## config.mk

```make
export PLATFORM = sky130hd
export DESIGN_NAME = wss_waveform_steering_shutdown
export DESIGN_NICKNAME = d
export VERILOG_FILES = /design/src/rtl/wss_pkg.sv /design/src/rtl/wss_waveform_steering_shutdown.sv
export SDC_FILE = /design/constraint.sdc
export NUM_CORES = 1
export LEC_CHECK = 0
export BUFFER_PORTS_ARGS = -buffer_cell sky130_fd_sc_hd__buf_2
export CAP_MARGIN = 40
export CORE_ASPECT_RATIO = 1.1
export CORE_UTILIZATION = 49
export CTS_CLUSTER_SIZE = 16
export DETAILED_ROUTE_END_ITERATION = 12
export HOLD_SLACK_MARGIN = 0.15
export PLACE_DENSITY = 0.79
export SLEW_MARGIN = 0
export SYNTH_ARGS = -nofsm -noshare
export SYNTH_HDL_FRONTEND = slang
export SYNTH_SLANG_ARGS = --single-unit
```

## constraint.sdc

```tcl
create_clock -name aclk -period 2.2 [get_ports aclk]
set_input_delay 0.55 -clock aclk [delete_from_list [all_inputs] [get_ports aclk]]
set_output_delay 0.55 -clock aclk [all_outputs]
set_load 0.1 [all_outputs]
```

## src/rtl/wss_pkg.sv

```systemverilog
// constants for the waveform steering and shutdown block
package wss_pkg;
  localparam int          ADDR_W     = 8;
  localparam int          DATA_W     = 32;
  localparam int          NOUT       = 4;
  localparam int          DB_W       = 6;
  localparam int          NSRC       = 4;
  // ************************************
  // register byte offsets
  // ************************************
  localparam logic [7:0]  OFF_MAIN   = 8'h00;
  localparam logic [7:0]  OFF_POL    = 8'h04;
  localparam logic [7:0]  OFF_DBR    = 8'h08;
  localparam logic [7:0]  OFF_DBF    = 8'h0c;
  localparam logic [7:0]  OFF_SD     = 8'h10;
  localparam logic [7:0]  OFF_SRC    = 8'h14;
  localparam logic [7:0]  OFF_STR    = 8'h18;
  localparam logic [7:0]  OFF_CLK    = 8'h1c;
  // ************************************
  // field positions
  // ************************************
  localparam int          EN_BIT     = 7;
  localparam int          LOAD_BIT   = 6;
  localparam int          MODE_LSB   = 0;
  localparam int          IN_BIT     = 5;
  localparam int          SD_BIT     = 7;
  localparam int          REN_BIT    = 6;
  localparam int          OVR_BD_LSB = 4;
  localparam int          OVR_AC_LSB = 2;
  localparam int          FIX_LSB    = 4;
  localparam int          CS_BIT     = 0;
  // ************************************
  // codes and reset values
  // ************************************
  localparam logic [2:0]  MODE_ASYNC = 3'h0;
  localparam logic [2:0]  MODE_SYNC  = 3'h1;
  localparam logic [2:0]  MODE_FWD   = 3'h2;
  localparam logic [2:0]  MODE_REV   = 3'h3;
  localparam logic [2:0]  MODE_HALF  = 3'h4;
  localparam logic [2:0]  MODE_PP    = 3'h5;
  localparam logic [1:0]  OVR_ONE    = 2'h3;
  localparam logic [1:0]  OVR_ZERO   = 2'h2;
  localparam logic [1:0]  OVR_HIZ    = 2'h1;
  localparam logic [1:0]  OVR_INACT  = 2'h0;
  localparam logic [1:0]  OVR_RST    = 2'h1;
  localparam logic [1:0]  RESP_OKAY  = 2'h0;
  localparam logic [1:0]  RESP_SLV   = 2'h2;
endpackage

```

## src/rtl/wss_waveform_steering_shutdown.sv

```systemverilog
// steering, shutdown and control logic of the four-output waveform generator
//
// Implementation choices: the AXI4-Lite interface to the registers and the register addresses.
`timescale 1ns/100ps
module wss_waveform_steering_shutdown (
  input  wire logic        aclk,
  input  wire logic        aresetn,
  input  wire logic        clk_en,
  input  wire logic [7:0]  s_axi_awaddr,
  input  wire logic        s_axi_awvalid,
  output logic             s_axi_awready,
  input  wire logic [31:0] s_axi_wdata,
  input  wire logic [3:0]  s_axi_wstrb,
  input  wire logic        s_axi_wvalid,
  output logic             s_axi_wready,
  output logic [1:0]       s_axi_bresp,
  output logic             s_axi_bvalid,
  input  wire logic        s_axi_bready,
  input  wire logic [7:0]  s_axi_araddr,
  input  wire logic        s_axi_arvalid,
  output logic             s_axi_arready,
  output logic [31:0]      s_axi_rdata,
  output logic [1:0]       s_axi_rresp,
  output logic             s_axi_rvalid,
  input  wire logic        s_axi_rready,
  input  wire logic        wave_in,
  input  wire logic        comparator_one_sync_out,
  input  wire logic        comparator_two_sync_out,
  input  wire logic        timer_postscaled_out,
  input  wire logic        shutdown_input_pin,
  output logic [3:0]       out_o,
  output logic [3:0]       out_oe,
  output logic             osc_keep_on
);
  // ****************************************
  // state
  // ****************************************
  logic [7:0]  aw_q;
  logic [31:0] w_q;
  logic [3:0]  ws_q;
  logic        aw_full;
  logic        w_full;
  logic        en_reg;
  logic        load_req_reg;
  logic [2:0]  mode_reg;
  logic [3:0]  pol_reg;
  logic [5:0]  dbr_reg;
  logic [5:0]  dbf_reg;
  logic [5:0]  dbr_act;
  logic [5:0]  dbf_act;
  logic        sd_reg;
  logic        ren_reg;
  logic [1:0]  ovr_bd_reg;
  logic [1:0]  ovr_ac_reg;
  logic [3:0]  src_en_reg;
  logic [3:0]  str_reg;
  logic [3:0]  fix_reg;
  logic [3:0]  str_sync;
  logic        cs_reg;
  logic        hold_reg;
  logic [5:0]  db_cnt;
  logic        in_m, in_s, in_d;
  logic [3:0]  src_m, src_s;
  localparam int DB_HI = wss_pkg::DB_W - 1;
  // ****************************************
  // decode helpers
  // ****************************************
  function automatic logic hit(input logic [7:0] a, input logic [7:0] off);
    hit = (a[7:2] == off[7:2]);
  endfunction

  function automatic logic mapped(input logic [7:0] a);
    mapped = hit(a, wss_pkg::OFF_MAIN) | hit(a, wss_pkg::OFF_POL) |
             hit(a, wss_pkg::OFF_DBR) | hit(a, wss_pkg::OFF_DBF) |
             hit(a, wss_pkg::OFF_SD) | hit(a, wss_pkg::OFF_SRC) |
             hit(a, wss_pkg::OFF_STR) | hit(a, wss_pkg::OFF_CLK);
  endfunction

  logic wr_go, wr_ok;
  logic wr_main, wr_pol, wr_dbr, wr_dbf, wr_sd, wr_src, wr_str, wr_clk;
  logic [7:0] wd;
  assign wr_go = aw_full & w_full & ~s_axi_bvalid;
  assign wr_ok = wr_go & ws_q[0] & mapped(aw_q);
  assign wd    = w_q[7:0];

  always_comb begin
    wr_main = 1'b0;
    wr_pol  = 1'b0;
    wr_dbr  = 1'b0;
    wr_dbf  = 1'b0;
    wr_sd   = 1'b0;
    wr_src  = 1'b0;
    wr_str  = 1'b0;
    wr_clk  = 1'b0;
    if (!wr_ok) begin
    end else if (hit(aw_q, wss_pkg::OFF_MAIN)) begin
      wr_main = 1'b1;
    end else if (hit(aw_q, wss_pkg::OFF_POL)) begin
      wr_pol = 1'b1;
    end else if (hit(aw_q, wss_pkg::OFF_DBR)) begin
      wr_dbr = 1'b1;
    end else if (hit(aw_q, wss_pkg::OFF_DBF)) begin
      wr_dbf = 1'b1;
    end else if (hit(aw_q, wss_pkg::OFF_SD)) begin
      wr_sd = 1'b1;
    end else if (hit(aw_q, wss_pkg::OFF_SRC)) begin
      wr_src = 1'b1;
    end else if (hit(aw_q, wss_pkg::OFF_STR)) begin
      wr_str = 1'b1;
    end else begin
      wr_clk = 1'b1;
    end
  end
  // ****************************************
  // axi4-lite write channel
  // ****************************************
  always_ff @(posedge aclk) begin
    if (!aresetn) begin
      aw_full       <= 1'b0;
      w_full        <= 1'b0;
      aw_q          <= 8'h00;
      w_q           <= 32'h0000_0000;
      ws_q          <= 4'h0;
      s_axi_awready <= 1'b0;
      s_axi_wready  <= 1'b0;
      s_axi_bvalid  <= 1'b0;
      s_axi_bresp   <= wss_pkg::RESP_OKAY;
    end else if (clk_en) begin
      s_axi_awready <= ~s_axi_awready & s_axi_awvalid & ~aw_full & ~s_axi_bvalid;
      s_axi_wready  <= ~s_axi_wready & s_axi_wvalid & ~w_full & ~s_axi_bvalid;
      if (s_axi_awvalid && s_axi_awready) begin
        aw_full <= 1'b1;
        aw_q    <= s_axi_awaddr;
      end
      if (s_axi_wvalid && s_axi_wready) begin
        w_full <= 1'b1;
        w_q    <= s_axi_wdata;
        ws_q   <= s_axi_wstrb;
      end
      if (wr_go) begin
        aw_full      <= 1'b0;
        w_full       <= 1'b0;
        s_axi_bvalid <= 1'b1;
        s_axi_bresp  <= mapped(aw_q) ? wss_pkg::RESP_OKAY : wss_pkg::RESP_SLV;
      end else if (s_axi_bready) begin
        s_axi_bvalid <= 1'b0;
      end
    end
  end
  // ****************************************
  // axi4-lite read channel
  // ****************************************
  logic [7:0] rd_mux;
  always_comb begin
    rd_mux = 8'h00;
    if (hit(s_axi_araddr, wss_pkg::OFF_MAIN)) begin
      rd_mux = {en_reg, load_req_reg, 3'h0, mode_reg};
    end else if (hit(s_axi_araddr, wss_pkg::OFF_POL)) begin
      rd_mux = {2'h0, in_s, 1'b0, pol_reg};
    end else if (hit(s_axi_araddr, wss_pkg::OFF_DBR)) begin
      rd_mux = {2'h0, dbr_reg};
    end else if (hit(s_axi_araddr, wss_pkg::OFF_DBF)) begin
      rd_mux = {2'h0, dbf_reg};
    end else if (hit(s_axi_araddr, wss_pkg::OFF_SD)) begin
      rd_mux = {sd_reg, ren_reg, ovr_bd_reg, ovr_ac_reg, 2'h0};
    end else if (hit(s_axi_araddr, wss_pkg::OFF_SRC)) begin
      rd_mux = {4'h0, src_en_reg};
    end else if (hit(s_axi_araddr, wss_pkg::OFF_STR)) begin
      rd_mux = {fix_reg, str_reg};
    end else if (hit(s_axi_araddr, wss_pkg::OFF_CLK)) begin
      rd_mux = {7'h00, cs_reg};
    end
  end

  always_ff @(posedge aclk) begin
    if (!aresetn) begin
      s_axi_arready <= 1'b0;
      s_axi_rvalid  <= 1'b0;
      s_axi_rdata   <= 32'h0000_0000;
      s_axi_rresp   <= wss_pkg::RESP_OKAY;
    end else if (clk_en) begin
      s_axi_arready <= ~s_axi_arready & s_axi_arvalid & ~s_axi_rvalid;
      if (s_axi_arvalid && s_axi_arready) begin
        s_axi_rvalid <= 1'b1;
        s_axi_rdata  <= {24'h00_0000, rd_mux};
        s_axi_rresp  <= mapped(s_axi_araddr) ? wss_pkg::RESP_OKAY : wss_pkg::RESP_SLV;
      end else if (s_axi_rready) begin
        s_axi_rvalid <= 1'b0;
      end
    end
  end
  // ****************************************
  // pin synchronisers and input events
  // ****************************************
  always_ff @(posedge aclk) begin
    if (!aresetn) begin
      in_m  <= 1'b0;
      in_s  <= 1'b0;
      in_d  <= 1'b0;
      src_m <= 4'hf;
      src_s <= 4'hf;
    end else if (clk_en) begin
      in_m  <= wave_in;
      in_s  <= in_m;
      in_d  <= in_s;
      src_m <= {comparator_two_sync_out, comparator_one_sync_out,
                timer_postscaled_out, shutdown_input_pin};
      src_s <= src_m;
    end
  end

  logic rise_ev, fall_ev, src_act, steer, async_m;
  logic [3:0] str_use;
  assign rise_ev = in_s & ~in_d;
  assign fall_ev = ~in_s & in_d;
  // sources are active low; only enabled ones count
  assign src_act = |(src_en_reg & ~src_s);
  assign async_m = (mode_reg == wss_pkg::MODE_ASYNC);
  assign steer   = async_m | (mode_reg == wss_pkg::MODE_SYNC);
  // async mode bypasses the edge-aligned copy so a write lands at once
  // sync mode takes the new selection in the rising-edge cycle itself, so no pulse is clipped
  assign str_use = (async_m || rise_ev) ? str_reg : str_sync;
  // ****************************************
  // main control and dead-band buffers
  // ****************************************
  always_ff @(posedge aclk) begin
    if (!aresetn) begin
      en_reg       <= 1'b0;
      load_req_reg <= 1'b0;
      mode_reg     <= wss_pkg::MODE_ASYNC;
    end else if (clk_en) begin
      if (wr_main) begin
        en_reg       <= wd[wss_pkg::EN_BIT];
        mode_reg     <= wd[wss_pkg::MODE_LSB +: 3];
        // load request only sticks if already enabled
        load_req_reg <= wd[wss_pkg::LOAD_BIT] & en_reg;
      end else if (load_req_reg && (rise_ev || fall_ev)) begin
        load_req_reg <= 1'b0;
      end
    end
  end

  always_ff @(posedge aclk) begin
    if (!aresetn) begin
      dbr_reg <= 6'h00;
      dbf_reg <= 6'h00;
      dbr_act <= 6'h00;
      dbf_act <= 6'h00;
    end else if (clk_en) begin
      if (wr_dbr) begin
        dbr_reg <= wd[DB_HI:0];
      end
      if (wr_dbf) begin
        dbf_reg <= wd[DB_HI:0];
      end
      if (!en_reg) begin
        dbr_act <= dbr_reg;
        dbf_act <= dbf_reg;
      end else if (load_req_reg && (rise_ev || fall_ev)) begin
        dbr_act <= dbr_reg;
        dbf_act <= dbf_reg;
      end
    end
  end
  // ****************************************
  // configuration registers
  // ****************************************
  always_ff @(posedge aclk) begin
    if (!aresetn) begin
      pol_reg    <= 4'h0;
      src_en_reg <= 4'h0;
      str_reg    <= 4'h0;
      fix_reg    <= 4'h0;
      cs_reg     <= 1'b0;
    end else if (clk_en) begin
      if (wr_pol) begin
        pol_reg <= wd[3:0];
      end
      if (wr_src) begin
        src_en_reg <= wd[3:0];
      end
      if (wr_str) begin
        str_reg <= wd[3:0];
        fix_reg <= wd[wss_pkg::FIX_LSB +: 4];
      end
      if (wr_clk) begin
        cs_reg <= wd[wss_pkg::CS_BIT];
      end
    end
  end

  always_ff @(posedge aclk) begin
    if (!aresetn) begin
      str_sync <= 4'h0;
    end else if (clk_en) begin
      if (async_m || rise_ev) begin
        str_sync <= str_reg;
      end
    end
  end
  // ****************************************
  // shutdown status and override hold
  // ****************************************
  logic sd_set, sd_sw_clr, sd_auto_clr;
  assign sd_set      = src_act | (wr_sd & wd[wss_pkg::SD_BIT]);
  assign sd_sw_clr   = wr_sd & ~wd[wss_pkg::SD_BIT] & ~src_act;
  assign sd_auto_clr = ren_reg & ~src_act;

  always_ff @(posedge aclk) begin
    if (!aresetn) begin
      sd_reg   <= 1'b0;
      ren_reg  <= 1'b0;
      ovr_bd_reg <= wss_pkg::OVR_RST;
      ovr_ac_reg <= wss_pkg::OVR_RST;
    end else if (clk_en) begin
      if (wr_sd) begin
        ren_reg  <= wd[wss_pkg::REN_BIT];
        ovr_bd_reg <= wd[wss_pkg::OVR_BD_LSB +: 2];
        ovr_ac_reg <= wd[wss_pkg::OVR_AC_LSB +: 2];
      end
      // set beats any clear in the same cycle
      if (sd_set) begin
        sd_reg <= 1'b1;
      end else if (sd_sw_clr || sd_auto_clr) begin
        sd_reg <= 1'b0;
      end
    end
  end

  // override hold starts asserted so the outputs wake in shutdown
  always_ff @(posedge aclk) begin
    if (!aresetn) begin
      hold_reg <= 1'b1;
      db_cnt   <= 6'h00;
    end else if (clk_en) begin
      if (sd_set || sd_reg) begin
        hold_reg <= 1'b1;
      end else if (rise_ev && en_reg) begin
        // a pin edge while disabled, e.g. just after reset, must not lift the start-up hold
        hold_reg <= 1'b0;
      end
      if (!hold_reg) begin
        db_cnt <= 6'h00;
      end else if (db_cnt != dbf_act) begin
        db_cnt <= db_cnt + 6'h01;
      end
    end
  end
  // ****************************************
  // output stage
  // ****************************************
  always_ff @(posedge aclk) begin
    if (!aresetn) begin
      out_o  <= 4'h0;
      out_oe <= 4'h0;
    end else if (clk_en) begin
      for (int i = 0; i < wss_pkg::NOUT; i++) begin
        if (!en_reg) begin
          out_o[i]  <= 1'b0;
          out_oe[i] <= 1'b0;
        end else if (hold_reg && (!steer || str_use[i])) begin
          // polarity does not touch the one and zero levels; the inactive level is pol_reg
          case (i[0] ? ovr_bd_reg : ovr_ac_reg)
            wss_pkg::OVR_ONE: begin
              out_o[i]  <= 1'b1;
              out_oe[i] <= 1'b1;
            end
            wss_pkg::OVR_ZERO: begin
              out_o[i]  <= 1'b0;
              out_oe[i] <= 1'b1;
            end
            wss_pkg::OVR_HIZ: begin
              out_o[i]  <= 1'b0;
              out_oe[i] <= 1'b0;
            end
            default: begin
              // last level kept until the dead band runs out
              if (db_cnt == dbf_act) begin
                out_o[i] <= pol_reg[i];
              end
              out_oe[i] <= 1'b1;
            end
          endcase
        end else if (steer && !str_use[i]) begin
          out_o[i]  <= fix_reg[i];
          out_oe[i] <= 1'b1;
        end else if (steer) begin
          out_o[i]  <= in_s ^ pol_reg[i];
          out_oe[i] <= 1'b1;
        end else begin
          // bridge and push-pull waveforms live elsewhere; park inactive
          out_o[i]  <= pol_reg[i];
          out_oe[i] <= 1'b1;
        end
      end
    end
  end

  always_ff @(posedge aclk) begin
    if (!aresetn) begin
      osc_keep_on <= 1'b0;
    end else if (clk_en) begin
      osc_keep_on <= en_reg & cs_reg;
    end
  end
endmodule

```

==> results.sh <==
export IMPL_floorplan_initialDensity_pct=50.2
export IMPL_post_synth_edffs=0
export IMPL_finClkSkew_ns=0.00489
export IMPL_power_per_cell_area_nw_per_um2=709
export IMPL_vias=4375
export IMPL_number_of_nets_in_the_layout=732
export IMPL_pwr_share_seq_pct=47.5
export IMPL_globalRouteTotalUtil_pct=23.3
export IMPL_antenna_found_initial=0
export IMPL_met2_length_um=6010
export IMPL_ctsHtreeMaxLevel=3
export IMPL_worst_ep_required_time_ns=2.43
export IMPL_met1_length_um=5410
export IMPL_grt_setup_unrepaired="false"
export IMPL_comb_power_share_pct=10.4
export IMPL_power_clock_fraction_pct=42.1
export IMPL_critical_path_peak_fanout=7
export IMPL_post_dp_hpwl_um=9190
export IMPL_reg_clk_slew_reported_paths_ns=0.07
export IMPL_vias_per_cell=5.42
export IMPL_power_share_switching_pct=26.4
export IMPL_die_w_um=100
export IMPL_power_after_layout_uw=4230
export IMPL_core_rowCount=39
export IMPL_drv_cap=0
export IMPL_die_area_um2=11000
export IMPL_setup_viol=0
export IMPL_synth_most_common_cell="dfxtp_1"
export IMPL_ir_drop_uv=356
export IMPL_stdcell_count=807
export IMPL_p_leak_uw=0.00250
export IMPL_timing_critical_path_from_type="register"
export IMPL_grt_pass1_wl_um=19700
export IMPL_average_wire_length_per_cell_after_detail_routing_um=15.5
export IMPL_timing_worst_slew_pin_value_ns=0.512
export IMPL_top_regs="s_axi_rdata: 8 flops, w_q: 8 flops"
export IMPL_multi_input_area_um2=2710
export IMPL_status="finished, final reports clean"
export IMPL_async_flop_share_pct=0
export IMPL_synth_largest_area_cell="dfxtp_1"
export IMPL_sequential_cell_area_fraction_in_the_yosys_report_pct=42.0
export IMPL_tritoncts_num_sinks=109
export IMPL_area_sequential_um2=2180
export IMPL_cts_tree="yes"
export IMPL_layout_cells_sized_above_1_pct=16.7
export IMPL_power_net_switching_uw=1120
export IMPL_grt_remaining_overflow=0
export IMPL_timing_setup_tns_ns=0
export IMPL_route_antenna_remaining_nets=0
export IMPL_drt_pass1_iterations=7
export IMPL_cts_buffers_inserted=9
export IMPL_postCtsHoldBufs=0
export IMPL_post_route_period_util_pct=93.3
export IMPL_achievable_frequency_mhz=487
export IMPL_boundaryPins=115
export IMPL_io_buffer_count=57
export IMPL_slew_viol_final=0
export IMPL_num_antenna_cells=0
export IMPL_area_growth_pct=14.8
export IMPL_met3_wirelength_um=568
export IMPL_drc_errors=0
export IMPL_placeableCoreArea_um2=10300
export IMPL_cts_root_buffer="clkbuf_16"
export IMPL_max_slew_margin_pct=65.8
export IMPL_grt_start_max_net_pins=32
export IMPL_path_class="register to register"
export IMPL_internal_power_uw=3110
export IMPL_number_of_drc_markers_in_iteration_0=296
export IMPL_synth_flop_cell="dfxtp_1"
export IMPL_holdWs_ns=0.414
export IMPL_route_top_layer_used="met4"
export IMPL_filler_cell_count=937
export IMPL_ys_warnings_count=0
export IMPL_syn_area_um2=5200
export IMPL_gpl_final_weighted_congestion=0.949
export IMPL_synth_top_area_share_pct=42.0
export IMPL_syn_area_per_cell_um2=8.60
export IMPL_synth_cell_types=52
export IMPL_clockBufferDepth=2
export IMPL_ys_seq_elements=109
export IMPL_first_global_vias=4060
export IMPL_yosys_top_cells_area="dfxtp_1 42%, mux2i_1 14%, nor2_1 5.5%"
export IMPL_die_height_um=110
export IMPL_finalHoldViolCount=0
export IMPL_min_delay_path_class="input pin to register"
export IMPL_routed_wirelength_um=12500
export IMPL_worst_endpoint_arrival_ns=2.28
export IMPL_synth_cells_most_frequent="109 x dfxtp_1, 76 x nor2_1, 74 x mux2i_1, 73 x nand2_1, 44 x a21oi_1"
export IMPL_insertion_delay_ns=0.35
export IMPL_post_synth_inst_count=604
export IMPL_worst_setup_path_end_kind="register"
export IMPL_dp_cells=791
export IMPL_period_minus_slack_ns=2.05
kinds of logic after synthesis:
logic type | share of synthesized area (%)
xor+xnor | 2.36
simple gates | 18.4
flops | 42.0
fa+ha+maj | 1.93
other cells | 0.0722
buf+inv | 7.73
mux | 14.7
compound gates | 12.9
critical path, stage by stage (launching register included):
cell	delay, ns
dfxtp_1	0.33
or4b_4	0.55
or3_4	0.42
nor3b_4	0.20
buf_4	0.19
mux2i_1	0.20
nor2_1	0.05
area by class of cell:
class / instances / area share [%]
clock buffers: 10 / 4.01
clock inverters: 6 / 1.55
inverters: 19 / 1.20
multi-input cells: 441 / 45.5
flip-flops and latches: 109 / 36.6
well taps: 143 / 3.00
repair buffers: 79 / 8.18
power by group through the flow:
stage	registers, µW	clock network (µW)	logic (µW)
finish	2010	1780	439
global route	2010	1880	463
CTS	2010	1790	436
detailed placement	2060	0	435
global placement	2050	0	430
floorplan	2090	0	355
stage by stage:
| step | util, % | setup slack (ns) | area (µm²) |
|---|---|---|---|
| 2_1_floorplan | - | 0.0810 | 5290 |
| 3_3_place_gp | 54.4 | 0.0793 | 5630 |
| 3_5_place_dp | 54.4 | 0.0342 | 5630 |
| 4_1_cts | 57.6 | 0.0124 | 5960 |
| 5_1_grt | 57.7 | 0.0632 | 5960 |
| 6_report | 57.7 | 0.147 | 5960 |
path summary, 6_finish.rpt:
kind,to,start,slack [ns],cells past startpoint
setup / recovery,ovr_ac_reg[1]$_SDFFE_PN0P_,aw_q[5]$_SDFFE_PN0P_,0.15,6
hold / removal,src_m[0]$_SDFFE_PN1P_,shutdown_input_pin,0.41,3
setup reg to reg,ovr_ac_reg[1]$_SDFFE_PN0P_,aw_q[5]$_SDFFE_PN0P_,0.15,6
hold reg to reg,ws_q[0]$_SDFFE_PN0P_,ws_q[0]$_SDFFE_PN0P_,0.45,2
cells in the final DEF, fill, tap and decap left out, drive strengths merged, types with 2 or more instances in the layout:
cell type / count
mux2i: 74
ha: 8
o21ai: 17
inv: 21
dfxtp: 109
and2: 2
conb: 26
a22oi: 4
nor3: 11
xnor2: 4
and3: 4
nand2b: 4
nor3b: 3
mux2: 2
xor2: 10
a21oi: 44
a31o: 5
nand2: 73
o22ai: 4
nor2: 77
a211oi: 2
nand3: 18
clkinvlp: 2
buf: 79
nor4: 4
bufinv: 2
or3: 3
o211ai: 5
nor2b: 5
clkbuf: 10
a2bb2oi: 2
a31oi: 12
o2bb2ai: 4
layer usage:
metal | up-vias | global-route usage, %
met5 | - | 0
met4 | 0 | 13.0
met3 | 33 | 4.67
met2 | 144 | 39.5
met1 | 2058 | 27.7
li1 | 2140 | -
what timing repair did:
item	CTS	global route
endpoints found under the setup margin	0	13
gates resized for setup	0	1
setup buffers	0	0
No activity file was read; power rests on OpenSTA's default activity.
